**src/rtl/ccr_consts.svh**
```systemverilog
/*
 Register offsets, field positions, reset values and small constants of the
 comparator control block. Assumes a 12-bit byte address on the register port.
*/
`ifndef CCR_CONSTS_SVH
`define CCR_CONSTS_SVH

// Byte offsets of the registers
`define CCR_OFF_INTEN        12'h300
`define CCR_OFF_INT_SET      12'h304
`define CCR_OFF_INT_CLR      12'h308
`define CCR_OFF_RESULT       12'h400
`define CCR_OFF_ENABLE       12'h500
`define CCR_OFF_PINSEL       12'h504
`define CCR_OFF_REFSRC       12'h508
`define CCR_OFF_EXTREF       12'h50c
`define CCR_OFF_THRESH       12'h530
`define CCR_OFF_OPCFG        12'h534
`define CCR_OFF_HYSTCTL      12'h538
`define CCR_OFF_BIAS         12'h53c

// Field positions
`define CCR_TH_LOW_LSB       0
`define CCR_TH_HIGH_LSB      8
`define CCR_OPCFG_MAIN_BIT   8

// Reset values
`define CCR_RST_ENABLE       2'h0
`define CCR_RST_REFSRC       3'h4
`define CCR_RST_EXTREF       3'h0
`define CCR_RST_TH_CODE      6'h00
`define CCR_RST_SPEED        2'h0
`define CCR_RST_PINSEL       3'h0
`define CCR_RST_BIAS         2'h0
`define CCR_RST_INTEN        4'h0

// Enable field code that turns the comparator on
`define CCR_ENABLE_ON        2'h2

`endif

```
**src/rtl/ccr_pkg.sv**
```systemverilog
/*
 Types of the comparator control block: reference codes, speed and power
 settings and main operation modes. Assumes nothing of its surroundings.
*/
package ccr_pkg;

	// Reference source codes
	typedef enum logic [2:0] {
		CCR_REF_INT_LOW  = 3'h0,
		CCR_REF_INT_MID  = 3'h1,
		CCR_REF_INT_HIGH = 3'h2,
		CCR_REF_SUPPLY   = 3'h4,
		CCR_REF_EXTERNAL = 3'h5
	} ccr_ref_t;

	// Speed and power settings
	typedef enum logic [1:0] {
		CCR_SPEED_LOW    = 2'h0,
		CCR_SPEED_NORMAL = 2'h1,
		CCR_SPEED_HIGH   = 2'h2
	} ccr_speed_t;

	// Main operation modes
	typedef enum logic {
		CCR_MAIN_SINGLE = 1'b0,
		CCR_MAIN_DIFF   = 1'b1
	} ccr_main_t;

endpackage

```
**src/rtl/ccr_top.sv**
```systemverilog
/*
 Register file and control logic of an on-chip voltage comparator.
 Holds the latched compare result, enable, reference choice, thresholds,
 speed and mode, hysteresis, pin and bias settings and the interrupt mask,
 and drives them to the analog core.
 Assumes a register master that strobes one access per cycle, reads data
 one cycle after the read strobe, and a core decision synchronous to the
 clock.

*/
`timescale 1ns/100ps
`include "ccr_consts.svh"
module ccr_top (
	// Clock and reset
	input  wire logic        ref_clk_i,
	input  wire logic        rst_b_i,
	// Register port
	input  wire logic [11:0] addr_i,
	input  wire logic [31:0] wdata_i,
	input  wire logic        wr_i,
	input  wire logic        rd_i,
	output logic      [31:0] rdata_o,
	// Analog core decision and sample task
	input  wire logic        decision_i,
	input  wire logic        sample_i,
	// Core control
	output logic             comp_active_o,
	output logic       [2:0] reference_choice_o,
	output logic             ref_valid_o,
	output logic             ref_applies_o,
	output logic       [2:0] external_ref_input_choice_o,
	output logic             external_ref_option_o,
	output logic       [5:0] lower_threshold_code_o,
	output logic       [5:0] upper_threshold_code_o,
	output logic       [1:0] speed_power_setting_o,
	output logic             diff_mode_o,
	output logic             hyst_en_o,
	output logic       [2:0] input_pin_choice_o,
	output logic       [1:0] input_bias_current_o,
	// Result and events
	output logic             result_o,
	output logic             ready_o,
	output logic             up_o,
	output logic             down_o,
	output logic             cross_o,
	output logic       [3:0] interrupt_enable_o
);

	// Register storage
	logic [1:0]  comparator_enable;
	logic [2:0]  reference_source;
	logic [2:0]  external_reference_input;
	logic [5:0]  lower_code;
	logic [5:0]  upper_code;
	logic [1:0]  speed_code;
	logic        main_mode;
	logic        hysteresis_control;
	logic [2:0]  input_pin_choice;
	logic [1:0]  input_bias_current;
	logic        active_q;

	// Decoded strobes
	logic        wr_enable;
	logic        wr_pinsel;
	logic        wr_refsrc;
	logic        wr_extref;
	logic        wr_thresh;
	logic        wr_opcfg;
	logic        wr_hyst;
	logic        wr_bias;
	logic        wr_inten;
	logic        wr_int_set;
	logic        wr_int_clr;

	// Internal status
	logic        active;
	logic        result;
	logic [3:0]  inten;
	logic [31:0] next_rdata;

	// Address match for one register word
	function automatic logic hit(input logic [11:0] a, input logic [11:0] off);
		hit = (a == off);
	endfunction

	// Reference codes that name a real source
	function automatic logic ref_known(input logic [2:0] code);
		case (code)
			ccr_pkg::CCR_REF_INT_LOW,
			ccr_pkg::CCR_REF_INT_MID,
			ccr_pkg::CCR_REF_INT_HIGH,
			ccr_pkg::CCR_REF_SUPPLY,
			ccr_pkg::CCR_REF_EXTERNAL: ref_known = 1'b1;
			default:                   ref_known = 1'b0;
		endcase
	endfunction

	// Write decode
	assign wr_enable   = wr_i & hit(addr_i, `CCR_OFF_ENABLE);
	assign wr_pinsel   = wr_i & hit(addr_i, `CCR_OFF_PINSEL);
	assign wr_refsrc   = wr_i & hit(addr_i, `CCR_OFF_REFSRC);
	assign wr_extref   = wr_i & hit(addr_i, `CCR_OFF_EXTREF);
	assign wr_thresh   = wr_i & hit(addr_i, `CCR_OFF_THRESH);
	assign wr_opcfg    = wr_i & hit(addr_i, `CCR_OFF_OPCFG);
	assign wr_hyst     = wr_i & hit(addr_i, `CCR_OFF_HYSTCTL);
	assign wr_bias     = wr_i & hit(addr_i, `CCR_OFF_BIAS);
	assign wr_inten    = wr_i & hit(addr_i, `CCR_OFF_INTEN);
	assign wr_int_set  = wr_i & hit(addr_i, `CCR_OFF_INT_SET);
	assign wr_int_clr  = wr_i & hit(addr_i, `CCR_OFF_INT_CLR);

	// Enable field; only the exact code 2 counts as on
	always_ff @(posedge ref_clk_i or negedge rst_b_i)
	begin
		if (!rst_b_i)
			comparator_enable <= `CCR_RST_ENABLE;
		else if (wr_enable)
			comparator_enable <= wdata_i[1:0];
	end

	assign active = (comparator_enable == `CCR_ENABLE_ON);

	// Reference source; reserved codes are stored but flagged invalid
	always_ff @(posedge ref_clk_i or negedge rst_b_i)
	begin
		if (!rst_b_i)
			reference_source <= `CCR_RST_REFSRC;
		else if (wr_refsrc)
			reference_source <= wdata_i[2:0];
	end

	// External reference input index
	always_ff @(posedge ref_clk_i or negedge rst_b_i)
	begin
		if (!rst_b_i)
			external_reference_input <= `CCR_RST_EXTREF;
		else if (wr_extref)
			external_reference_input <= wdata_i[2:0];
	end

	// Hysteresis threshold codes, both six bits wide
	always_ff @(posedge ref_clk_i or negedge rst_b_i)
	begin
		if (!rst_b_i)
		begin
			lower_code <= `CCR_RST_TH_CODE;
			upper_code <= `CCR_RST_TH_CODE;
		end
		else if (wr_thresh)
		begin
			lower_code <= wdata_i[`CCR_TH_LOW_LSB +: 6];
			upper_code <= wdata_i[`CCR_TH_HIGH_LSB +: 6];
		end
	end

	// Speed and power plus main mode
	always_ff @(posedge ref_clk_i or negedge rst_b_i)
	begin
		if (!rst_b_i)
		begin
			speed_code <= `CCR_RST_SPEED;
			main_mode  <= ccr_pkg::CCR_MAIN_SINGLE;
		end
		else if (wr_opcfg)
		begin
			speed_code <= wdata_i[1:0];
			main_mode  <= wdata_i[`CCR_OPCFG_MAIN_BIT];
		end
	end

	// Hysteresis on or off
	always_ff @(posedge ref_clk_i or negedge rst_b_i)
	begin
		if (!rst_b_i)
			hysteresis_control <= 1'b0;
		else if (wr_hyst)
			hysteresis_control <= wdata_i[0];
	end

	// Input pin choice, layout kept minimal
	always_ff @(posedge ref_clk_i or negedge rst_b_i)
	begin
		if (!rst_b_i)
			input_pin_choice <= `CCR_RST_PINSEL;
		else if (wr_pinsel)
			input_pin_choice <= wdata_i[2:0];
	end

	// Input bias current choice
	always_ff @(posedge ref_clk_i or negedge rst_b_i)
	begin
		if (!rst_b_i)
			input_bias_current <= `CCR_RST_BIAS;
		else if (wr_bias)
			input_bias_current <= wdata_i[1:0];
	end

	// Ready pulse one cycle after the comparator turns on
	always_ff @(posedge ref_clk_i or negedge rst_b_i)
	begin
		if (!rst_b_i)
		begin
			active_q <= 1'b0;
			ready_o  <= 1'b0;
		end
		else
		begin
			active_q <= active;
			ready_o  <= active & ~active_q;
		end
	end

	// Result latch and change events
	ccr_capture u_capture (
		.ref_clk_i  (ref_clk_i),
		.rst_b_i    (rst_b_i),
		.active_i   (active),
		.sample_i   (sample_i),
		.decision_i (decision_i),
		.result_o   (result),
		.up_o       (up_o),
		.down_o     (down_o),
		.cross_o    (cross_o)
	);

	// Interrupt enable mask
	ccr_inten u_inten (
		.ref_clk_i (ref_clk_i),
		.rst_b_i   (rst_b_i),
		.wr_all_i  (wr_inten),
		.wr_set_i  (wr_int_set),
		.wr_clr_i  (wr_int_clr),
		.wdata_i   (wdata_i[3:0]),
		.inten_o   (inten)
	);

	// Read mux; unmapped and unaligned addresses read zero
	always_comb
	begin
		next_rdata = 32'h0000_0000;
		case (addr_i)
			`CCR_OFF_INTEN,
			`CCR_OFF_INT_SET,
			`CCR_OFF_INT_CLR:
				next_rdata[3:0] = inten;
			`CCR_OFF_RESULT:
				next_rdata[0] = result;
			`CCR_OFF_ENABLE:
				next_rdata[1:0] = comparator_enable;
			`CCR_OFF_PINSEL:
				next_rdata[2:0] = input_pin_choice;
			`CCR_OFF_REFSRC:
				next_rdata[2:0] = reference_source;
			`CCR_OFF_EXTREF:
				next_rdata[2:0] = external_reference_input;
			`CCR_OFF_THRESH:
			begin
				next_rdata[`CCR_TH_LOW_LSB +: 6]  = lower_code;
				next_rdata[`CCR_TH_HIGH_LSB +: 6] = upper_code;
			end
			`CCR_OFF_OPCFG:
			begin
				next_rdata[1:0]                 = speed_code;
				next_rdata[`CCR_OPCFG_MAIN_BIT] = main_mode;
			end
			`CCR_OFF_HYSTCTL:
				next_rdata[0] = hysteresis_control;
			`CCR_OFF_BIAS:
				next_rdata[1:0] = input_bias_current;
			default:
				next_rdata = 32'h0000_0000;
		endcase
	end

	// Read data stand only in the cycle after the strobe
	always_ff @(posedge ref_clk_i or negedge rst_b_i)
	begin
		if (!rst_b_i)
			rdata_o <= 32'h0000_0000;
		else if (rd_i)
			rdata_o <= next_rdata;
		else
			rdata_o <= 32'h0000_0000;
	end

	// Core controls; reference only matters in single-ended mode
	assign comp_active_o               = active;
	assign reference_choice_o          = reference_source;
	assign ref_valid_o                 = ref_known(reference_source);
	assign ref_applies_o               = (main_mode == ccr_pkg::CCR_MAIN_SINGLE);
	assign diff_mode_o                 = (main_mode == ccr_pkg::CCR_MAIN_DIFF);
	assign external_ref_option_o       = ref_applies_o &
	                                     (reference_source == ccr_pkg::CCR_REF_EXTERNAL);
	assign external_ref_input_choice_o = external_reference_input;
	assign lower_threshold_code_o      = lower_code;
	assign upper_threshold_code_o      = upper_code;
	assign speed_power_setting_o       = speed_code;
	assign hyst_en_o                   = hysteresis_control;
	assign input_pin_choice_o          = input_pin_choice;
	assign input_bias_current_o        = input_bias_current;
	assign result_o                    = result;
	assign interrupt_enable_o          = inten;

endmodule // ccr_top

```
**src/rtl/ccr_capture.sv**
```systemverilog
/*
 Result latch of the comparator: takes the analog decision on a sample pulse
 while enabled and flags rising, falling and any change of the latched result.
 Assumes the core's decision is already synchronous to the clock.
*/
`timescale 1ns/100ps
module ccr_capture (
	// Clock and reset
	input  wire logic ref_clk_i,
	input  wire logic rst_b_i,
	// Core side
	input  wire logic active_i,
	input  wire logic sample_i,
	input  wire logic decision_i,
	// Latched result and events
	output logic      result_o,
	output logic      up_o,
	output logic      down_o,
	output logic      cross_o
);

	logic take;

	// A sample while disabled has no valid decision behind it
	assign take = sample_i & active_i;

	// Result holds until the next accepted sample
	always_ff @(posedge ref_clk_i or negedge rst_b_i)
	begin
		if (!rst_b_i)
			result_o <= 1'b0;
		else if (take)
			result_o <= decision_i;
	end

	// Event pulses, one cycle, only when the latched value changes
	always_ff @(posedge ref_clk_i or negedge rst_b_i)
	begin
		if (!rst_b_i)
		begin
			up_o    <= 1'b0;
			down_o  <= 1'b0;
			cross_o <= 1'b0;
		end
		else
		begin
			up_o    <= take & decision_i & ~result_o;
			down_o  <= take & ~decision_i & result_o;
			cross_o <= take & (decision_i ^ result_o);
		end
	end

endmodule // ccr_capture

```
**src/rtl/ccr_inten.sv**
```systemverilog
/*
 Interrupt enable mask with direct, write-one-to-set and write-one-to-clear
 access. Assumes the register port never strobes two of its writes at once.
*/
`timescale 1ns/100ps
`include "ccr_consts.svh"
module ccr_inten (
	// Clock and reset
	input  wire logic       ref_clk_i,
	input  wire logic       rst_b_i,
	// Write strobes
	input  wire logic       wr_all_i,
	input  wire logic       wr_set_i,
	input  wire logic       wr_clr_i,
	input  wire logic [3:0] wdata_i,
	// Mask
	output logic      [3:0] inten_o
);

	// Set and clear act only on bits written as one
	always_ff @(posedge ref_clk_i or negedge rst_b_i)
	begin
		if (!rst_b_i)
			inten_o <= `CCR_RST_INTEN;
		else if (wr_all_i)
			inten_o <= wdata_i;
		else if (wr_set_i)
			inten_o <= inten_o | wdata_i;
		else if (wr_clr_i)
			inten_o <= inten_o & ~wdata_i;
	end

endmodule // ccr_inten

```
**config.mk**
```make
export PLATFORM = sky130hd
export DESIGN_NAME = ccr_top
export DESIGN_NICKNAME = d
export VERILOG_FILES = /design/src/rtl/ccr_pkg.sv /design/src/rtl/ccr_top.sv /design/src/rtl/ccr_capture.sv /design/src/rtl/ccr_inten.sv
export VERILOG_INCLUDE_DIRS = /design/src /design/src/rtl
export SDC_FILE = /design/constraint.sdc
export NUM_CORES = 1
export LEC_CHECK = 0
export BUFFER_PORTS_ARGS = -buffer_cell sky130_fd_sc_hd__buf_2
export CORE_MARGIN = 5
export CORE_UTILIZATION = 46
export DETAILED_ROUTE_END_ITERATION = 8
export PLACE_DENSITY = 0.76
export SLEW_MARGIN = 20
export SYNTH_ARGS = -nofsm -noshare
export SYNTH_HDL_FRONTEND = slang
export SYNTH_SLANG_ARGS = --single-unit
```
**constraint.sdc**
```tcl
create_clock -name ref_clk_i -period 1.6 [get_ports ref_clk_i]
set_clock_uncertainty 0.05 [all_clocks]
set_input_delay 0.32 -clock ref_clk_i [delete_from_list [all_inputs] [get_ports ref_clk_i]]
set_output_delay 0.32 -clock ref_clk_i [all_outputs]
set_load 0.005 [all_outputs]
```
Word level (Yosys, flattened, before mapping) --
Index checks and enable logic that the tools add are counted.
Word-level totals: register bits 71, bits of input ports 50, output and inout bits 72, logic and storage cells 78
Operators by class: equal/unequal tests 17, multiplexer cells 12, bitwise operators 27, reduce and logical (&&, ||, !) cells 4
Operators by type and width (number):
- 12-bit by 11-bit == test with 1-bit output, second input constant | 9
- 12-bit by 10-bit == test with 1-bit output, second input constant | 3
- 1-bit bitwise AND | 19
- 14-bit two-way mux | 1
- 4-bit two-way mux | 3
- 1-bit one-hot mux with 10 select lines | 1
- 1-bit one-hot mux with 8 select lines | 1
- 3-bit == test, second input constant | 2
- 5-bit two-way mux | 1
- 1-bit one-hot mux with 5 select lines | 1
- 5-bit OR reduction | 1
- 4-bit bitwise AND | 1
- 1-bit inverter | 4
- 4-bit inverter | 1
- 4-bit bitwise OR | 1
- 1-bit one-hot mux with 2 select lines | 2
- 3-bit by 1-bit == test with 1-bit output, second input constant | 1
- 3-bit by 2-bit == test with 1-bit output, second input constant | 1
- 3-bit zero test | 1
- 3-bit nonzero test | 1
- 3-bit OR reduction | 1
- 2-bit == test, second input constant | 1
- 2-bit two-way mux | 1
- 1-bit two-way mux | 1
- 1-bit bitwise XOR | 1

Longest topological paths before layout --
word-level depth 5, gate-level depth with buffers 5, depth with buffers taken out 4

Hierarchy --
Synthesis repeated with hierarchy kept, for this count alone.
Unflattened totals: cell total of the unflattened synthesis 208, area total of the unflattened synthesis 2516.2 um2
Modules (own cells, without submodules):
- ccr_top | times used 1, cells each 183, area an instance 2202.1 um2, seq. area each 1077.3 um2
- ccr_inten | times used 1, cells each 14, area an instance 167.7 um2, seq. area each 100.1 um2
- ccr_capture | times used 1, cells each 11, area an instance 146.4 um2, seq. area each 100.1 um2

Worst setup path before layout --
Ideal clock, no wire load.
path kind input -> register, from input addr_i[11], to register external_reference_input[0] (netlist: external_ref_input_choice_o[0]), setup time 0.128 ns, arrival 1.399 ns, required time 1.422 ns, slack 0.024 ns, cell stages on the path 4, path buffers 0, cells stage by stage and4bb_2 and3_1 and3_1 mux2_1
Between the ends: longest elaborated chain between the ends 2
Ends and longest elaborated chain:
- from (decl) | line ccr_top.sv:18 | input wire logic [11:0] addr_i,
- 12-bit by 11-bit == test with 1-bit output | line ccr_top.sv:83 | hit = (a == off);
- 1-bit bitwise AND | line ccr_top.sv:102 | assign wr_extref = wr_i & hit(addr_i, `CCR_OFF_EXTREF);
- to (signal assigned) | line ccr_top.sv:135 | external_reference_input <= `CCR_RST_EXTREF;
- to (signal assigned) | line ccr_top.sv:137 | external_reference_input <= wdata_i[2:0];
- to (decl) | line ccr_top.sv:52 | logic [2:0] external_reference_input;
No other way between the ends. A chain may end at the register's enable or synchronous reset.

Final worst setup path --
from register main_mode (netlist: diff_mode_o), to output external_ref_option_o
Between the ends: longest elaborated chain between the ends 2
Ends and longest elaborated chain:
- from (decl) | line ccr_top.sv:56 | logic main_mode;
- from (signal assigned) | line ccr_top.sv:161 | main_mode <= ccr_pkg::CCR_MAIN_SINGLE;
- from (signal assigned) | line ccr_top.sv:166 | main_mode <= wdata_i[`CCR_OPCFG_MAIN_BIT];
- 1-bit inverter | line ccr_top.sv:289 | assign ref_applies_o = (main_mode == ccr_pkg::CCR_MAIN_SINGLE);
- 1-bit bitwise AND | line ccr_top.sv:291 | assign external_ref_option_o = ref_applies_o &
- to (decl) | line ccr_top.sv:32 | output logic external_ref_option_o,
No other way between the ends.

==> summary.md <==
| Metric | Value |
|---|---|
| Worst reg-to-reg setup slack | 0.25 ns |
| Detail Route Antenna Nets | 0 |
| Startpoint Class | register |
| Initial core utilization | 48.12% |
| Worst setup path class | reg2out |
| Top FF cell, synth | dfrtp_1 |
| Seq/Total Area, Yosys | 51.00% |
| Post-layout instance area | 3296 sq um |
| Power, Total | 2.375 mW |
| Die height | 83.80 um |
| Leakage | 1.877 nW |
| Core area | 5205 sq um |
| Fmax | 642.4 MHz |
| Max-slew violation count | 0 |
| Vias | 1930 |
| First-pass GRT wire length | 9.825 mm |
| Unique cell type count in the Yosys netlist | 50 |
| RSZ-0062 raised after global routing | true |
| Port Buf Inserts | 81 |
| Pwr/cell area | 720.7 nW/um^2 |
| Share of cells above drive strength 1 | 49.53% |
| Number of detailed-route iterations in the first pass | 4 |
| Hold Vio Cnt, Final | 0 |
| Die W | 83.80 um |
| Synth Instances | 201 |
| CP arrival | 1.19 ns |
| Setup-failing EPs final | 0 |
| Int Power | 1.836 mW |
| IO Pins | 122 |
| Area leader, netlist | dfrtp_1 |
| YS warnings | 0 |
| Final Util | 63.32% |
| Part of the power in registers | 54.6% |
| Crit. End Element | output port |
| Worst-Skew Late Latency | 0.30 ns |
| CTS tree | yes |
| Peak supply drop | 0.0005160 V |
| Path category of the worst min-delay check | in2reg |
| Status | completed |
| Initial antenna violation count | 0 |
| HPWL after DPL | 4.876 mm |
| Total Wirelength | 6.077 mm |
| Main area contributors after synthesis | dfrtp_1 50%, buf_4 6.0%, mux2_4 6.0% |
| Min Tclk post-route | 1.557 ns |
| Average wire per standard cell | 15.70 um |
| R2R Path End | rdata_o[2] |
| N_diodes | 0 |
| Pin count of the biggest net entering global routing | 23 |
| CP Max Fanout | 4 |
| Post-synth EDFFs | 0 |
| Die ar. | 7022 sq um |
| Site Rows | 26 |
| CP cell instances | nor4bb_4 > buf_2 |
| Vias in the first global route | 1955 |
| Logic pwr share | 8.4% |
| FF+latch count, synth | 51 |
| Clock buffer depth | 2 |
| Async S/R FF share, synth | 100.0% |
| Via density | 4.987 |
| DR DRC count | 0 |
| CP max stage cell | dfrtp_2 |
| Switching Fraction | 22.68% |
| P_sw | 0.5388 mW |
| Mapped Area | 2505 sq um |
| Overflow after GRT | 0 |
| Worst Setup EP | external_ref_option_o |
| FF-to-FF path depth | 5 |
| Worst r2r src | reference_choice_o[2] |
| Number of H-tree levels | 2 |
| Placement Cell Area | 3152 sq um |
| CP peak stage delay | 0.45 ns |
| Clock network power share | 37.0% |
| CTS Buf Count | 5 |
| GP Congestion | 0.8501 |
| Root Buffer | clkbuf_8 |
| Top cell type's share of synthesized area | 49.95% |
| Fin crit share | 97.29% |
| Setup crit start | diff_mode_o |
| Area delta synth->final | 31.57% |
| CP required | 1.23 ns |
| Clock Sinks | 51 |
| Avg Inst Size Synth | 12.46 sq um |
| Clock-pin slew on the worst setup and hold paths | 0.09 ns |
| Final nets | 367 |
| GRT Resource Usage Total | 17.42% |
| 1st-iter DRT viols | 66 |
| # Max-Cap Violations | 0 |
## state kept, by name (all words and copies together) (netlist names), named ones only
name / cells
active_q: 1
u_capture.result_o: 1
u_capture.down_o: 1
u_capture.up_o: 1
upper_threshold_code_o: 6
comparator_enable: 2
diff_mode_o: 1
external_ref_input_choice_o: 3
ready_o: 1
input_bias_current_o: 2
input_pin_choice_o: 3
reference_choice_o: 3
rdata_o: 12
lower_threshold_code_o: 6
speed_power_setting_o: 2
u_capture.cross_o: 1
hyst_en_o: 1
## cell families (layout without fill, tap and decap cells)
| logic type | after synthesis | count (layout) | share of synthesized area [%] |
|---|---|---|---|
| buffers and inverters | 26 | 123 | 7.292 |
| other | 1 | 20 | 0.1497 |
| AO/OA/AOI/OAI | 26 | 26 | 7.543 |
| AND/OR/NAND/NOR | 62 | 62 | 17.03 |
| multiplexers | 35 | 35 | 16.98 |
| flip-flops | 51 | 51 | 51.00 |
## layout by cell type, fill, tap and decap left out, drive strengths merged, types with 2 or more instances in the layout
cell type | synthesis | routed
a21oi | 4 | 4
a22o | 4 | 4
a22oi | 2 | 2
and2 | 3 | 3
and3 | 14 | 14
and3b | 2 | 2
and4bb | 3 | 3
buf | 23 | 113
clkbuf | 1 | 5
conb | 1 | 20
dfrtp | 50 | 50
inv | 2 | 2
mux2 | 30 | 30
mux2i | 5 | 5
nand2 | 9 | 9
nand2b | 2 | 2
nand3 | 4 | 4
nand4 | 3 | 3
nor2 | 9 | 9
nor2b | 2 | 2
nor3 | 2 | 2
nor4 | 2 | 2
o21bai | 4 | 4
o22ai | 3 | 3
or4 | 2 | 2
## metal layers
metal	GRT usage (%)	wire, um	vias up
li1	-	-	920
met1	22.54	2658	928
met2	29.21	2929	76
met3	4.936	427	6
met4	3.509	63	0
met5	0	0	-
## worst min-delay path by stage
stage                     depth (start not counted)        start                        end  slack, ns
final                                             2  wdata_i[13]  upper_threshold_code_o[5]       0.19
after global placement                            1      rst_b_i  lower_threshold_code_o[5]       0.19
after global routing                              2  wdata_i[12]  upper_threshold_code_o[4]       0.18
after CTS                                         2   wdata_i[9]  upper_threshold_code_o[1]       0.19
after floorplan                                   0      rst_b_i                  async pin      -0.03
after detailed placement                          1      rst_b_i  upper_threshold_code_o[3]       0.19
## power groups by stage
stage	clock (mW)	combinational (mW)	sequential, mW
floorplan	0	0.0884	1.32
CTS	0.900	0.199	1.30
finish	0.878	0.199	1.30
global placement	0	0.192	1.32
detailed placement	0	0.196	1.32
global route	0.950	0.221	1.30
## stage by stage
stage | setup WS (ns) | TNS, ns | hold WS (ns) | instances
3_3_place_gp | -0.1358 | -2.669 | 0.1919 | 378
3_5_place_dp | -0.1749 | -3.171 | 0.1905 | 378
4_1_cts | 0.003531 | 0 | 0.1862 | 387
2_1_floorplan | 0.02367 | 0 | -0.02559 | 220
6_report | 0.04337 | 0 | 0.1932 | 387
5_1_grt | -0.02553 | -0.04254 | 0.1808 | 387
## synth_stat cells (all sizes together), types with 2 or more instances
library cell  number
a21oi              4
a22o               4
a22oi              2
and2               3
and3              14
and3b              2
and4bb             3
buf               23
dfrtp             50
inv                2
mux2              30
mux2i              5
nand2              9
nand2b             2
nand3              4
nand4              3
nor2               9
nor2b              2
nor3               2
nor4               2
o21bai             4
o22ai              3
or4                2
## worst max-delay path: cells and delay by family (launching register included)
family | cells | cell delay, ns
flip-flops | 1 | 0.45
AND/OR/NAND/NOR | 1 | 0.28
buffers and inverters | 1 | 0.15
## cell type report
cell class / instances / area, sq um
clock buffers: 5 / 68.82
clock inverters: 2 / 37.54
fillers: 456 / 1909
inverters: 2 / 7.507
multi-input cells: 143 / 1134
flip-flops and latches: 51 / 1280
well taps: 70 / 87.58
repair buffers: 114 / 680.7
## what timing repair did
action                                  CTS  global route
endpoints found under the hold margin    12             0
hold buffers                              1             0
gates resized for setup                   2             3
buffers inserted                          1             0
endpoints found under the setup margin    1             3
Note: power is estimated with default switching activity, not from simulation.
